[src/hdl/cpr_pkg.sv]
// Package with register map, field positions and reset values for the result readout
package cpr_pkg;

  // ==========================================================================
  // Register offsets (byte addresses on the serial register port)
  localparam logic [7:0] CPR_ADDR_PART_NUMBER_CODE = 8'h12;
  localparam logic [7:0] CPR_ADDR_DEVICE_STATUS    = 8'h13;
  localparam logic [7:0] CPR_ADDR_CLEAR_COUNT_LOW  = 8'h14;
  localparam logic [7:0] CPR_ADDR_CLEAR_COUNT_HIGH = 8'h15;
  localparam logic [7:0] CPR_ADDR_RED_COUNT_LOW    = 8'h16;
  localparam logic [7:0] CPR_ADDR_RED_COUNT_HIGH   = 8'h17;
  localparam logic [7:0] CPR_ADDR_GREEN_COUNT_LOW  = 8'h18;
  localparam logic [7:0] CPR_ADDR_GREEN_COUNT_HIGH = 8'h19;
  localparam logic [7:0] CPR_ADDR_BLUE_COUNT_LOW   = 8'h1A;
  localparam logic [7:0] CPR_ADDR_BLUE_COUNT_HIGH  = 8'h1B;
  localparam logic [7:0] CPR_ADDR_PROX_COUNT_LOW   = 8'h1C;
  localparam logic [7:0] CPR_ADDR_PROX_COUNT_HIGH  = 8'h1D;

  // ==========================================================================
  // Status byte field positions
  localparam int CPR_STAT_COLOR_OK_BIT  = 0;
  localparam int CPR_STAT_PROX_OK_BIT   = 1;
  localparam int CPR_STAT_COLOR_IRQ_BIT = 4;
  localparam int CPR_STAT_PROX_IRQ_BIT  = 5;

  // ==========================================================================
  // Reset values
  localparam logic [7:0]  CPR_RST_BYTE  = 8'h00;
  localparam logic [15:0] CPR_RST_COUNT = 16'h0000;
  localparam logic        CPR_RST_FLAG  = 1'b0;

  // Part code default, value arbitrary
  localparam logic [7:0] CPR_PART_CODE_DEFAULT = 8'hA5;

endpackage

[src/hdl/cpr_valid_flag.sv]
// Sticky valid flag: set by a completion pulse, cleared when its function is disabled
`timescale 1ns/1ps
module cpr_valid_flag
  import cpr_pkg::*;
(
  // Clock and reset
  input  wire logic clk_sys_i,
  input  wire logic reset_i,
  // Control
  input  wire logic enable_i,
  input  wire logic done_i,
  // Flag
  output logic      flag_o
);

  logic flag_r;
  logic flag_nxt;

  // ==========================================================================
  // Next value: a completion in the same cycle as enable wins, so no cycle is lost
  always_comb begin
    flag_nxt = flag_r;
    if (!enable_i) begin
      flag_nxt = 1'b0;
    end
    if (enable_i && done_i) begin
      flag_nxt = 1'b1;
    end
  end

  // Register
  always_ff @(posedge clk_sys_i or posedge reset_i) begin
    if (reset_i) begin
      flag_r <= CPR_RST_FLAG;
    end else begin
      flag_r <= flag_nxt;
    end
  end

  assign flag_o = flag_r;

endmodule

[src/hdl/cpr_result_readout.sv]
// Read-only result and status register group of the colour and proximity sensor
//
// What this block does
// RULE_01 - Eight-bit part number register, read only.
// RULE_02 - Status byte at 0x13, read only.
// RULE_03 - Status bit 5 proximity interrupt, bit 4 colour interrupt; 7:6, 3:2 reserved.
// RULE_04 - Status bit 0 sets when colour integration completes.
// RULE_05 - Status bit 1 sets when a cycle completes after colour enable.
// RULE_06 - Clear, red, green, blue counts at 0x14-0x1B, low byte first.
// RULE_07 - Proximity count low at 0x1C, high at 0x1D.
// RULE_08 - Reading a low byte latches that count's high byte into shadow.
// RULE_09 - Shadowed high byte stays consistent despite later count updates.
// RULE_10 - Host should read each count as one two-byte word read.
// RULE_11 - Writes have no effect; only low-byte reads change the shadow.
`timescale 1ns/1ps
module cpr_result_readout
  import cpr_pkg::*;
#(
  parameter logic [7:0] PART_CODE = cpr_pkg::CPR_PART_CODE_DEFAULT  // Value arbitrary
)
(
  // Clock and reset
  input  wire logic        clk_sys_i,
  input  wire logic        reset_i,
  // Register port from the serial command decoder
  input  wire logic [7:0]  reg_addr_i,
  input  wire logic        reg_rd_i,
  input  wire logic        reg_wr_i,
  input  wire logic [7:0]  reg_wdata_i,
  output logic [7:0]       reg_rdata_o,
  output logic             reg_rvalid_o,
  // Measurement engine results
  input  wire logic        color_enable_bit_i,
  input  wire logic        color_done_i,
  input  wire logic        prox_done_i,
  input  wire logic [15:0] clear_count_i,
  input  wire logic [15:0] red_count_i,
  input  wire logic [15:0] green_count_i,
  input  wire logic [15:0] blue_count_i,
  input  wire logic [15:0] prox_count_i,
  input  wire logic        prox_irq_flag_i,
  input  wire logic        color_irq_flag_i
);

  // ==========================================================================
  // Declarations
  logic [15:0] clear_r,  clear_nxt;
  logic [15:0] red_r,    red_nxt;
  logic [15:0] green_r,  green_nxt;
  logic [15:0] blue_r,   blue_nxt;
  logic [15:0] prox_r,   prox_nxt;
  logic [7:0]  shadow_r, shadow_nxt;
  logic [7:0]  rdata_r,  rdata_nxt;
  logic        rvalid_r, rvalid_nxt;
  logic        color_result_ok;
  logic        prox_result_ok;
  logic [7:0]  status_byte;
  logic        rd_part;
  logic        rd_status;
  logic        rd_low;
  logic        rd_high;

  // Pick the 16-bit count whose low or high byte sits at this address
  // Any other address gives zero; callers decode the address before trusting
  // the result, so the default never reaches the read data register.
  function automatic logic [15:0] count_at(input logic [7:0] addr,
                                           input logic [15:0] c, input logic [15:0] r,
                                           input logic [15:0] g, input logic [15:0] b,
                                           input logic [15:0] p);
    logic [15:0] v;
    v = 16'h0000;
    if (addr == CPR_ADDR_CLEAR_COUNT_LOW || addr == CPR_ADDR_CLEAR_COUNT_HIGH) begin
      v = c;
    end else if (addr == CPR_ADDR_RED_COUNT_LOW || addr == CPR_ADDR_RED_COUNT_HIGH) begin
      v = r;
    end else if (addr == CPR_ADDR_GREEN_COUNT_LOW || addr == CPR_ADDR_GREEN_COUNT_HIGH) begin
      v = g;
    end else if (addr == CPR_ADDR_BLUE_COUNT_LOW || addr == CPR_ADDR_BLUE_COUNT_HIGH) begin
      v = b;
    end else if (addr == CPR_ADDR_PROX_COUNT_LOW || addr == CPR_ADDR_PROX_COUNT_HIGH) begin
      v = p;
    end
    return v;
  endfunction

  // True for any low-byte address of a count
  function automatic logic is_low_addr(input logic [7:0] addr);
    return (addr == CPR_ADDR_CLEAR_COUNT_LOW) || (addr == CPR_ADDR_RED_COUNT_LOW) ||
           (addr == CPR_ADDR_GREEN_COUNT_LOW) || (addr == CPR_ADDR_BLUE_COUNT_LOW) ||
           (addr == CPR_ADDR_PROX_COUNT_LOW);
  endfunction

  // True for any high-byte address of a count
  function automatic logic is_high_addr(input logic [7:0] addr);
    return (addr == CPR_ADDR_CLEAR_COUNT_HIGH) || (addr == CPR_ADDR_RED_COUNT_HIGH) ||
           (addr == CPR_ADDR_GREEN_COUNT_HIGH) || (addr == CPR_ADDR_BLUE_COUNT_HIGH) ||
           (addr == CPR_ADDR_PROX_COUNT_HIGH);
  endfunction

  // ==========================================================================
  // Valid flags
  // Both flags share one enable so that dropping colour enable clears them
  // together; after a restart the host never sees a stale valid bit.
  cpr_valid_flag u_color_ok (
    .clk_sys_i (clk_sys_i),
    .reset_i   (reset_i),
    .enable_i  (color_enable_bit_i),
    .done_i    (color_done_i),
    .flag_o    (color_result_ok)
  );  // see RULE_04

  // Proximity valid also tracks completions since colour enable was raised
  cpr_valid_flag u_prox_ok (
    .clk_sys_i (clk_sys_i),
    .reset_i   (reset_i),
    .enable_i  (color_enable_bit_i),
    .done_i    (prox_done_i),
    .flag_o    (prox_result_ok)
  );  // see RULE_05

  // Status byte, reserved bits read zero
  // The interrupt inputs are shown as they stand at the read edge; they are
  // latched by the interrupt logic outside, so no second copy is kept here.
  always_comb begin
    status_byte                         = CPR_RST_BYTE;  // see RULE_03
    status_byte[CPR_STAT_PROX_IRQ_BIT]  = prox_irq_flag_i;  // see RULE_03
    status_byte[CPR_STAT_COLOR_IRQ_BIT] = color_irq_flag_i;  // see RULE_03
    status_byte[CPR_STAT_PROX_OK_BIT]   = prox_result_ok;  // see RULE_05
    status_byte[CPR_STAT_COLOR_OK_BIT]  = color_result_ok;  // see RULE_04
  end

  // ==========================================================================
  // Result capture: each count updates when its measurement completes
  // A new result overwrites the old one; only the shadow keeps older data.
  always_comb begin
    clear_nxt = clear_r;
    red_nxt   = red_r;
    green_nxt = green_r;
    blue_nxt  = blue_r;
    prox_nxt  = prox_r;
    if (color_done_i) begin
      clear_nxt = clear_count_i;  // see RULE_06
      red_nxt   = red_count_i;
      green_nxt = green_count_i;
      blue_nxt  = blue_count_i;
    end
    if (prox_done_i) begin
      prox_nxt = prox_count_i;  // see RULE_07
    end
  end

  // Register the counts; reset clears every result to zero
  always_ff @(posedge clk_sys_i or posedge reset_i) begin
    if (reset_i) begin
      clear_r <= CPR_RST_COUNT;
      red_r   <= CPR_RST_COUNT;
      green_r <= CPR_RST_COUNT;
      blue_r  <= CPR_RST_COUNT;
      prox_r  <= CPR_RST_COUNT;
    end else begin
      clear_r <= clear_nxt;
      red_r   <= red_nxt;
      green_r <= green_nxt;
      blue_r  <= blue_nxt;
      prox_r  <= prox_nxt;
    end
  end

  // ==========================================================================
  // Read decode
  // Every select is qualified by the read strobe, so a write to any of these
  // addresses cannot reach the shadow latch or the read data register.
  assign rd_part   = reg_rd_i && (reg_addr_i == CPR_ADDR_PART_NUMBER_CODE);  // see RULE_01
  assign rd_status = reg_rd_i && (reg_addr_i == CPR_ADDR_DEVICE_STATUS);  // see RULE_02
  assign rd_low    = reg_rd_i && is_low_addr(reg_addr_i);  // see RULE_08
  assign rd_high   = reg_rd_i && is_high_addr(reg_addr_i);  // see RULE_09

  // ==========================================================================
  // Read path and shadow latch
  // A low-byte read samples the live count, so the high half comes from the same
  // sample even if a new result lands before the high-byte read.
  always_comb begin
    logic [15:0] cnt;
    cnt        = count_at(reg_addr_i, clear_r, red_r, green_r, blue_r, prox_r);
    shadow_nxt = shadow_r;
    rdata_nxt  = rdata_r;
    rvalid_nxt = 1'b0;
    // Writes are ignored entirely: reg_wr_i and reg_wdata_i steer nothing
    if (reg_rd_i) begin  // see RULE_11
      rvalid_nxt = 1'b1;
      if (rd_part) begin
        rdata_nxt = PART_CODE;  // see RULE_01
      end else if (rd_status) begin
        rdata_nxt = status_byte;  // see RULE_02
      end else if (rd_low) begin
        rdata_nxt  = cnt[7:0];  // see RULE_06
        shadow_nxt = cnt[15:8];  // see RULE_08
      end else if (rd_high) begin
        rdata_nxt = shadow_r;  // see RULE_09
      end else begin
        rdata_nxt = CPR_RST_BYTE;  // Unmapped here: read as zero
      end
    end
  end

  // Register the read side; a high read before any low read returns zero
  always_ff @(posedge clk_sys_i or posedge reset_i) begin
    if (reset_i) begin
      shadow_r <= CPR_RST_BYTE;
      rdata_r  <= CPR_RST_BYTE;
      rvalid_r <= 1'b0;
    end else begin
      shadow_r <= shadow_nxt;
      rdata_r  <= rdata_nxt;
      rvalid_r <= rvalid_nxt;
    end
  end

  assign reg_rdata_o  = rdata_r;
  assign reg_rvalid_o = rvalid_r;

endmodule

[config.mk]
export PLATFORM = sky130hd
export DESIGN_NAME = cpr_result_readout
export DESIGN_NICKNAME = d
export VERILOG_FILES = /design/src/hdl/cpr_pkg.sv /design/src/hdl/cpr_valid_flag.sv /design/src/hdl/cpr_result_readout.sv
export SDC_FILE = /design/constraint.sdc
export NUM_CORES = 1
export LEC_CHECK = 0
export BUFFER_PORTS_ARGS = -buffer_cell sky130_fd_sc_hd__buf_4
export CAP_MARGIN = 0
export CORE_ASPECT_RATIO = 0.5
export CORE_MARGIN = 10
export CORE_UTILIZATION = 30
export DETAILED_ROUTE_END_ITERATION = 12
export GPL_TIMING_DRIVEN = 0
export RECOVER_POWER = 100
export SYNTH_ARGS = -nofsm -noshare
export SYNTH_HDL_FRONTEND = slang
export SYNTH_SLANG_ARGS = --single-unit
[constraint.sdc]
create_clock -name clk_sys_i -period 3.7 [get_ports clk_sys_i]
set_clock_uncertainty 0.2 [all_clocks]
set_input_delay 0.185 -clock clk_sys_i [delete_from_list [all_inputs] [get_ports clk_sys_i]]
set_output_delay 0.185 -clock clk_sys_i [all_outputs]
set_load 0.05 [all_outputs]
-- Yosys cells after proc, flatten, opt, wreduce, memory -nomap -nowiden
Cells that the tools add are included.
- bits in registers: 99
- input port bits: 105
- output and inout bits: 9
- word-level logic and storage cells: 59
- equal/unequal tests: 14
- mux-type cells: 13
- bitwise logic cells: 2
- reductions and logical operators: 20
- operators with widths (cell ; count):
    equality test 8 x 5 -> 1 bit (second input constant) ; 12
    two-way mux 16 bit ; 5
    two-way mux 8 bit ; 4
    logical OR 1 bit ; 13
    logical AND 1 bit ; 6
    two-way mux 1 bit ; 4
    inequality test 2 x 1 -> 1 bit (second input constant) ; 2
    AND reduction 4 bit ; 1
    NOT 1 bit ; 2

-- Logic depth before layout (Yosys ltp)
- depth in word-level cells: 10
- gate-level depth with buffers: 7
- mapped depth without buffers: 4

-- By module
Synthesis repeated with hierarchy kept, for this count alone.
- cell total of the unflattened synthesis: 400
- area total of the unflattened synthesis: 4640.7 µm²
- by module, submodules not included (module ; times used ; cells each ; area an instance (µm²)):
    cpr_result_readout ; 1 ; 394 ; 4568.1
    cpr_valid_flag ; 2 ; 3 ; 36.3

-- Worst setup path after synthesis
Ideal clock, no wire load.
- kind: input port to flip-flop
- start point: in reg_addr_i[5]
- end point: reg shadow_r[1]
- data arrival time: 1535 ps
- slack: 1835 ps
- cell stages on the path: 6
- buffers on the path: 2
- cells stage by stage: or4b_1 -> buf_2 -> nor4_4 -> buf_6 -> mux2i_1 -> a31oi_1
- cells in the longest elaborated chain, start to end: 7
- elaborated cells on any way between the ends: 32
- those cells by class: eq/ne (12); mux (5); bitwise (2); reduce/logical (13)
- RTL lines (what ; RTL line ; source):
    from (decl) ; cpr_result_readout.sv:26 ; input wire logic [7:0] reg_addr_i,
    equality test 8 x 5 -> 1 bit, on equally long branches ; -- ;
    logical OR 1 bit, on equally long branches ; cpr_result_readout.sv:80, cpr_result_readout.sv:88 ;
    two-way mux 16 bit or logical OR 1 bit (tied branches) ; cpr_result_readout.sv:80, cpr_result_readout.sv:88 ;
    two-way mux 16 bit or logical OR 1 bit (tied branches) ; cpr_result_readout.sv:78, cpr_result_readout.sv:89 ;
    two-way mux 16 bit or logical OR 1 bit (tied branches) ; cpr_result_readout.sv:76, cpr_result_readout.sv:89 ;
    two-way mux 16 bit or logical AND 1 bit (tied branches) ; cpr_result_readout.sv:74, cpr_result_readout.sv:175 ;
    two-way mux 16 bit or AND reduction 4 bit (tied branches) ; -- ;
    to (signal assigned) ; cpr_result_readout.sv:213 ; shadow_r <= shadow_nxt;
    to (decl) ; cpr_result_readout.sv:52 ; logic [7:0] shadow_r, shadow_nxt;
Several ways; a longest one is shown, not always the timed one.
A chain may end at the register's enable or synchronous reset.

-- Worst setup path after layout
- start point: in reg_rd_i
- end point: reg rdata_r[1] (netlist: reg_rdata_o[1])
- cells in the longest elaborated chain, start to end: 5
- elaborated cells on any way between the ends: 8
- those cells by class: mux (4); reduce/logical (4)
- RTL lines (what ; RTL line ; source):
    from (decl) ; cpr_result_readout.sv:27 ; input wire logic reg_rd_i,
    logical AND 1 bit ; cpr_result_readout.sv:176 ; assign rd_high = reg_rd_i && is_high_addr(reg_addr_i);
    two-way mux 8 bit ; cpr_result_readout.sv:198 ; end else if (rd_high) begin
    two-way mux 8 bit ; cpr_result_readout.sv:195 ; end else if (rd_low) begin
    two-way mux 8 bit ; cpr_result_readout.sv:193 ; end else if (rd_status) begin
    two-way mux 8 bit ; cpr_result_readout.sv:191 ; if (rd_part) begin
    to (signal assigned) ; cpr_result_readout.sv:214 ; rdata_r <= rdata_nxt;
    to (decl) ; cpr_result_readout.sv:53 ; logic [7:0] rdata_r, rdata_nxt;
Several ways; a longest one is shown, not always the timed one.

==> qor.log <==
INFO  synth          synth_edf_count=0
INFO  clock_network  postCtsHoldBufs=83
INFO  outcome        outcome=finished with violations
INFO  synth          leading_cell_type_by_number_of_instances_after_synthesis=sky130_fd_sc_hd__dfrtp_1
INFO  routing        drc_errors_left=0
INFO  placement      dp_hpwl=12,000um
INFO  clock_network  clkSlewWorstSetupHoldPaths=0.06ns
INFO  cells_and_area drive_above_1_share=31.3%
INFO  die            start_util=30.7%
INFO  synth          synth.yosys.seq_area_share=52.2%
INFO  grt            via_count_of_the_first_global_routing_pass=4,294
INFO  timing         drv_slew=48
INFO  placement      port_buffers=100
INFO  synth          synth_largest_area_cell=sky130_fd_sc_hd__dfrtp_1
INFO  cells_and_area num_antenna_cells=0
INFO  synth          synth_top_area_share=52.2%
INFO  timing         max_clock_freq=0.367GHz
INFO  die            fp.dieW=198um
INFO  routing        routed_via_density=5.04
INFO  placement      post-place-cells=715
INFO  synth          synth_area_per_cell=11.6um^2
INFO  clock_network  cts.sinks=99
INFO  clock_network  tritoncts.num_buffers=9
INFO  pwr            fin_total_pwr=2.66mW
INFO  routing        number_of_drc_markers_in_iteration_0=333
INFO  worst_setup_path crit_arrival=2.78ns
INFO  die            dieHeight=109um
INFO  worst_setup_path timing.reg2reg.worst_path_depth=3
INFO  worst_setup_path launching_element_of_the_worst_setup_path=reg_rd_i
INFO  hold_path      hold_path_end=reg_rdata_o[4]
INFO  worst_setup_path crit_required=3.75ns
INFO  worst_setup_path worstPathCellList=dlygate4sd3_1, clkbuf_1, inv_1, nor4_1, clkbuf_1, o221ai_1, o21ai_0
INFO  die            core_area=15,500um^2
INFO  placement      globalplace.congestion=0.939
INFO  cells_and_area total_nets_final=710
INFO  timing         timing.final.ws_setup=0.972ns
INFO  worst_setup_path critPathMaxFanout=10
INFO  cells_and_area finish.utilization=44.3%
INFO  clock_network  clock_path_buffers=2
INFO  worst_setup_path criticalPathCategory=input port to flop
INFO  clock_network  htree_num_levels=3
INFO  timing         finalHoldViolations=0
INFO  cells_and_area synthToLayoutAreaGrowth=44.5%
INFO  synth          synthArstFlopShare=100%
INFO  worst_setup_path cpMostUsedCell=sky130_fd_sc_hd__clkbuf_1
INFO  timing         finalHoldWorstSlack=0.0281ns
INFO  clock_network  clkLatencyLatePin=0.34ns
INFO  worst_setup_path worst-r2r-setup-slack=1.96ns
INFO  synth          postSynthRegisterBits=99
INFO  routing        totalWireLength=15,800um
INFO  outcome        violated_checks=capacitance limit, slew limit
INFO  clock_network  cts_tree=yes
INFO  run            max_cap_viol_count=1
INFO  synth          ys.warnings.count=0
INFO  routing        drt-pass1-iter-count=5
INFO  worst_setup_path timing.critical_path.slowest_cell_delay=0.55ns
INFO  timing         rsz0062_at_grt=no
INFO  clock_network  cts_post_setup_buffers_inserted=0
INFO  die            ios=114
INFO  synth          synth.area.top_cells=sky130_fd_sc_hd__dfrtp_1 (52%), sky130_fd_sc_hd__mux2_2 (18%), sky130_fd_sc_hd__o21ai_0 (4.5%)
INFO  routing        dr_total_vias=4,103
INFO  timing         timing.max_slew.rel_slack=-46.2%
INFO  routing        drtAntennaViolNets=0
INFO  grt            grt_overflow_total=0
INFO  timing         period_share=73.7%
INFO  timing         worst_pin_slew=2.18ns
INFO  synth          yosys.cell_types.count=50
INFO  synth          synthFlopType=sky130_fd_sc_hd__dfrtp_1
INFO  timing         setup_viol_count_final=0
INFO  pwr            static-leakage-power=2.88nW
INFO  hold_path      hold_path.startpoint=color_irq_flag_i
INFO  placement      post_place_setup_slack=1.22ns
INFO  timing         period_minus_slack=2.73ns
INFO  cells_and_area finalNonFillerCells=814
INFO  clock_network  clock_tree.root_cell=sky130_fd_sc_hd__clkbuf_16
INFO  hold_path      hold_depth=4
INFO  hold_path      hp-class=input port to flop
INFO  synth          syn-cell-area=4740um^2
INFO  clock_network  post_cts.resized_instances=0
INFO  worst_setup_path reg2reg_from=green_r[13]
INFO  worst_setup_path critPathSlowestCell=sky130_fd_sc_hd__nor4_1
INFO  die            floorplan_row_count=32
INFO  pwr            powerDensity=388nW/um^2
INFO  synth          netlist_top_cells_count=sky130_fd_sc_hd__dfrtp_1 (99), sky130_fd_sc_hd__mux2_2 (74), sky130_fd_sc_hd__o21ai_0 (43)
INFO  synth          mappedNetlistNets=515
INFO  worst_setup_path reg2reg_to=shadow_r[5]
INFO  synth          gate_count_after_technology_mapping=410
INFO  grt            antenna_violations_before_repair=0
INFO  pwr            peak_supply_drop=0.000249V
INFO  grt            global_route.usage.total=14.7%
INFO  grt            grt_max_degree=53
INFO  grt            grt_pass1_wl=24,500um
INFO  routing        detail_route.wl_per_cell=19.4um
INFO  worst_setup_path critical_path.startpoint_type=input port
INFO  die            full_die_area=21,500um^2
INFO  worst_setup_path timing.critical_path.to_type=flop
[where the power goes]
part	switching (mW)	internal (mW)
clock	0.412	0.549
sequential	0.0692	1.19
combinational	0.198	0.245
[layout by cell type, fill, tap and decap left out, types with 5 or more instances in the layout]
cell | Yosys | routed
sky130_fd_sc_hd__inv_1 | 17 | 16
sky130_fd_sc_hd__or3_1 | 7 | 7
sky130_fd_sc_hd__o211a_1 | 5 | 5
sky130_fd_sc_hd__clkbuf_16 | 0 | 9
sky130_fd_sc_hd__mux2_2 | 74 | 74
sky130_fd_sc_hd__a31oi_1 | 6 | 6
sky130_fd_sc_hd__a21oi_1 | 7 | 7
sky130_fd_sc_hd__dfrtp_1 | 99 | 99
sky130_fd_sc_hd__a41oi_1 | 6 | 6
sky130_fd_sc_hd__mux2i_1 | 6 | 6
sky130_fd_sc_hd__a22oi_1 | 6 | 6
sky130_fd_sc_hd__nand2_1 | 14 | 14
sky130_fd_sc_hd__buf_4 | 1 | 64
sky130_fd_sc_hd__nor3b_1 | 12 | 12
sky130_fd_sc_hd__clkbuf_1 | 24 | 37
sky130_fd_sc_hd__nand2b_1 | 7 | 7
sky130_fd_sc_hd__clkbuf_4 | 0 | 25
sky130_fd_sc_hd__o21a_1 | 5 | 5
sky130_fd_sc_hd__buf_2 | 6 | 6
sky130_fd_sc_hd__dlygate4sd3_1 | 0 | 83
sky130_fd_sc_hd__nor2b_1 | 7 | 7
sky130_fd_sc_hd__o21ai_0 | 43 | 45
[state kept, by name, indices dropped and copies added, names as in the netlist]
name and flops:
prox_r 16, reg_rvalid_o 1, green_r 16, red_r 16, u_color_ok.flag_o 1, clear_r 16, shadow_r 8, blue_r 16
reg_rdata_o 8, u_prox_ok.flag_o 1
[metrics by stage]
stage / setup TNS [ns] / cell area (um^2)
6_report: 0 / 6850
5_1_grt: 0 / 6850
4_1_cts: 0 / 6920
3_5_place_dp: 0 / 5780
3_3_place_gp: -54.98 / 5750
2_1_floorplan: 0 / 4740
[critical path: cells and delay by family]
| family | cells | cell delay [ns] |
|---|---|---|
| AOI/OAI and AO/OA | 2 | 0.42 |
| buffers and inverters | 4 | 1.62 |
| and+or+nand+nor | 1 | 0.55 |
[how the worst max path moves through the flow]
stage | cells after the start | slack [ns] | endpoint
finish | 7 | 0.97 | reg_rdata_o[1]
detailed placement | 7 | 1.22 | shadow_r[2]
global placement | 2 | -0.56 | clear_r[15]
CTS | 7 | 1.57 | shadow_r[2]
floorplan | 1 | 0.72 | blue_r[0]
global route | 7 | 0.72 | reg_rdata_o[4]
[layout make-up]
class	instances	area, um^2
sequential	99	2480
timing repair buffer	184	1570
multi-input combinational	259	2040
fill	1467	8600
clock buffer	10	239
buffer	35	140
inverter	17	65.1
tap	204	255
clock inverter	6	72.6
[cell families after synthesis]
family | count (synthesis) | share of synthesized area (%)
compound gates | 110 | 15.4
buf+inv | 52 | 4.54
flops | 99 | 52.2
mux | 80 | 18.8
simple gates | 69 | 9.00
[metal layers]
layer	track usage (%)	vias up	part of all wire (%)
li1	-	1899	-
met1	21.0	2050	48
met2	22.5	137	44
met3	2.68	17	6.4
met4	3.87	0	1.6
met5	0	-	0
(Power assumes the default switching activity.)
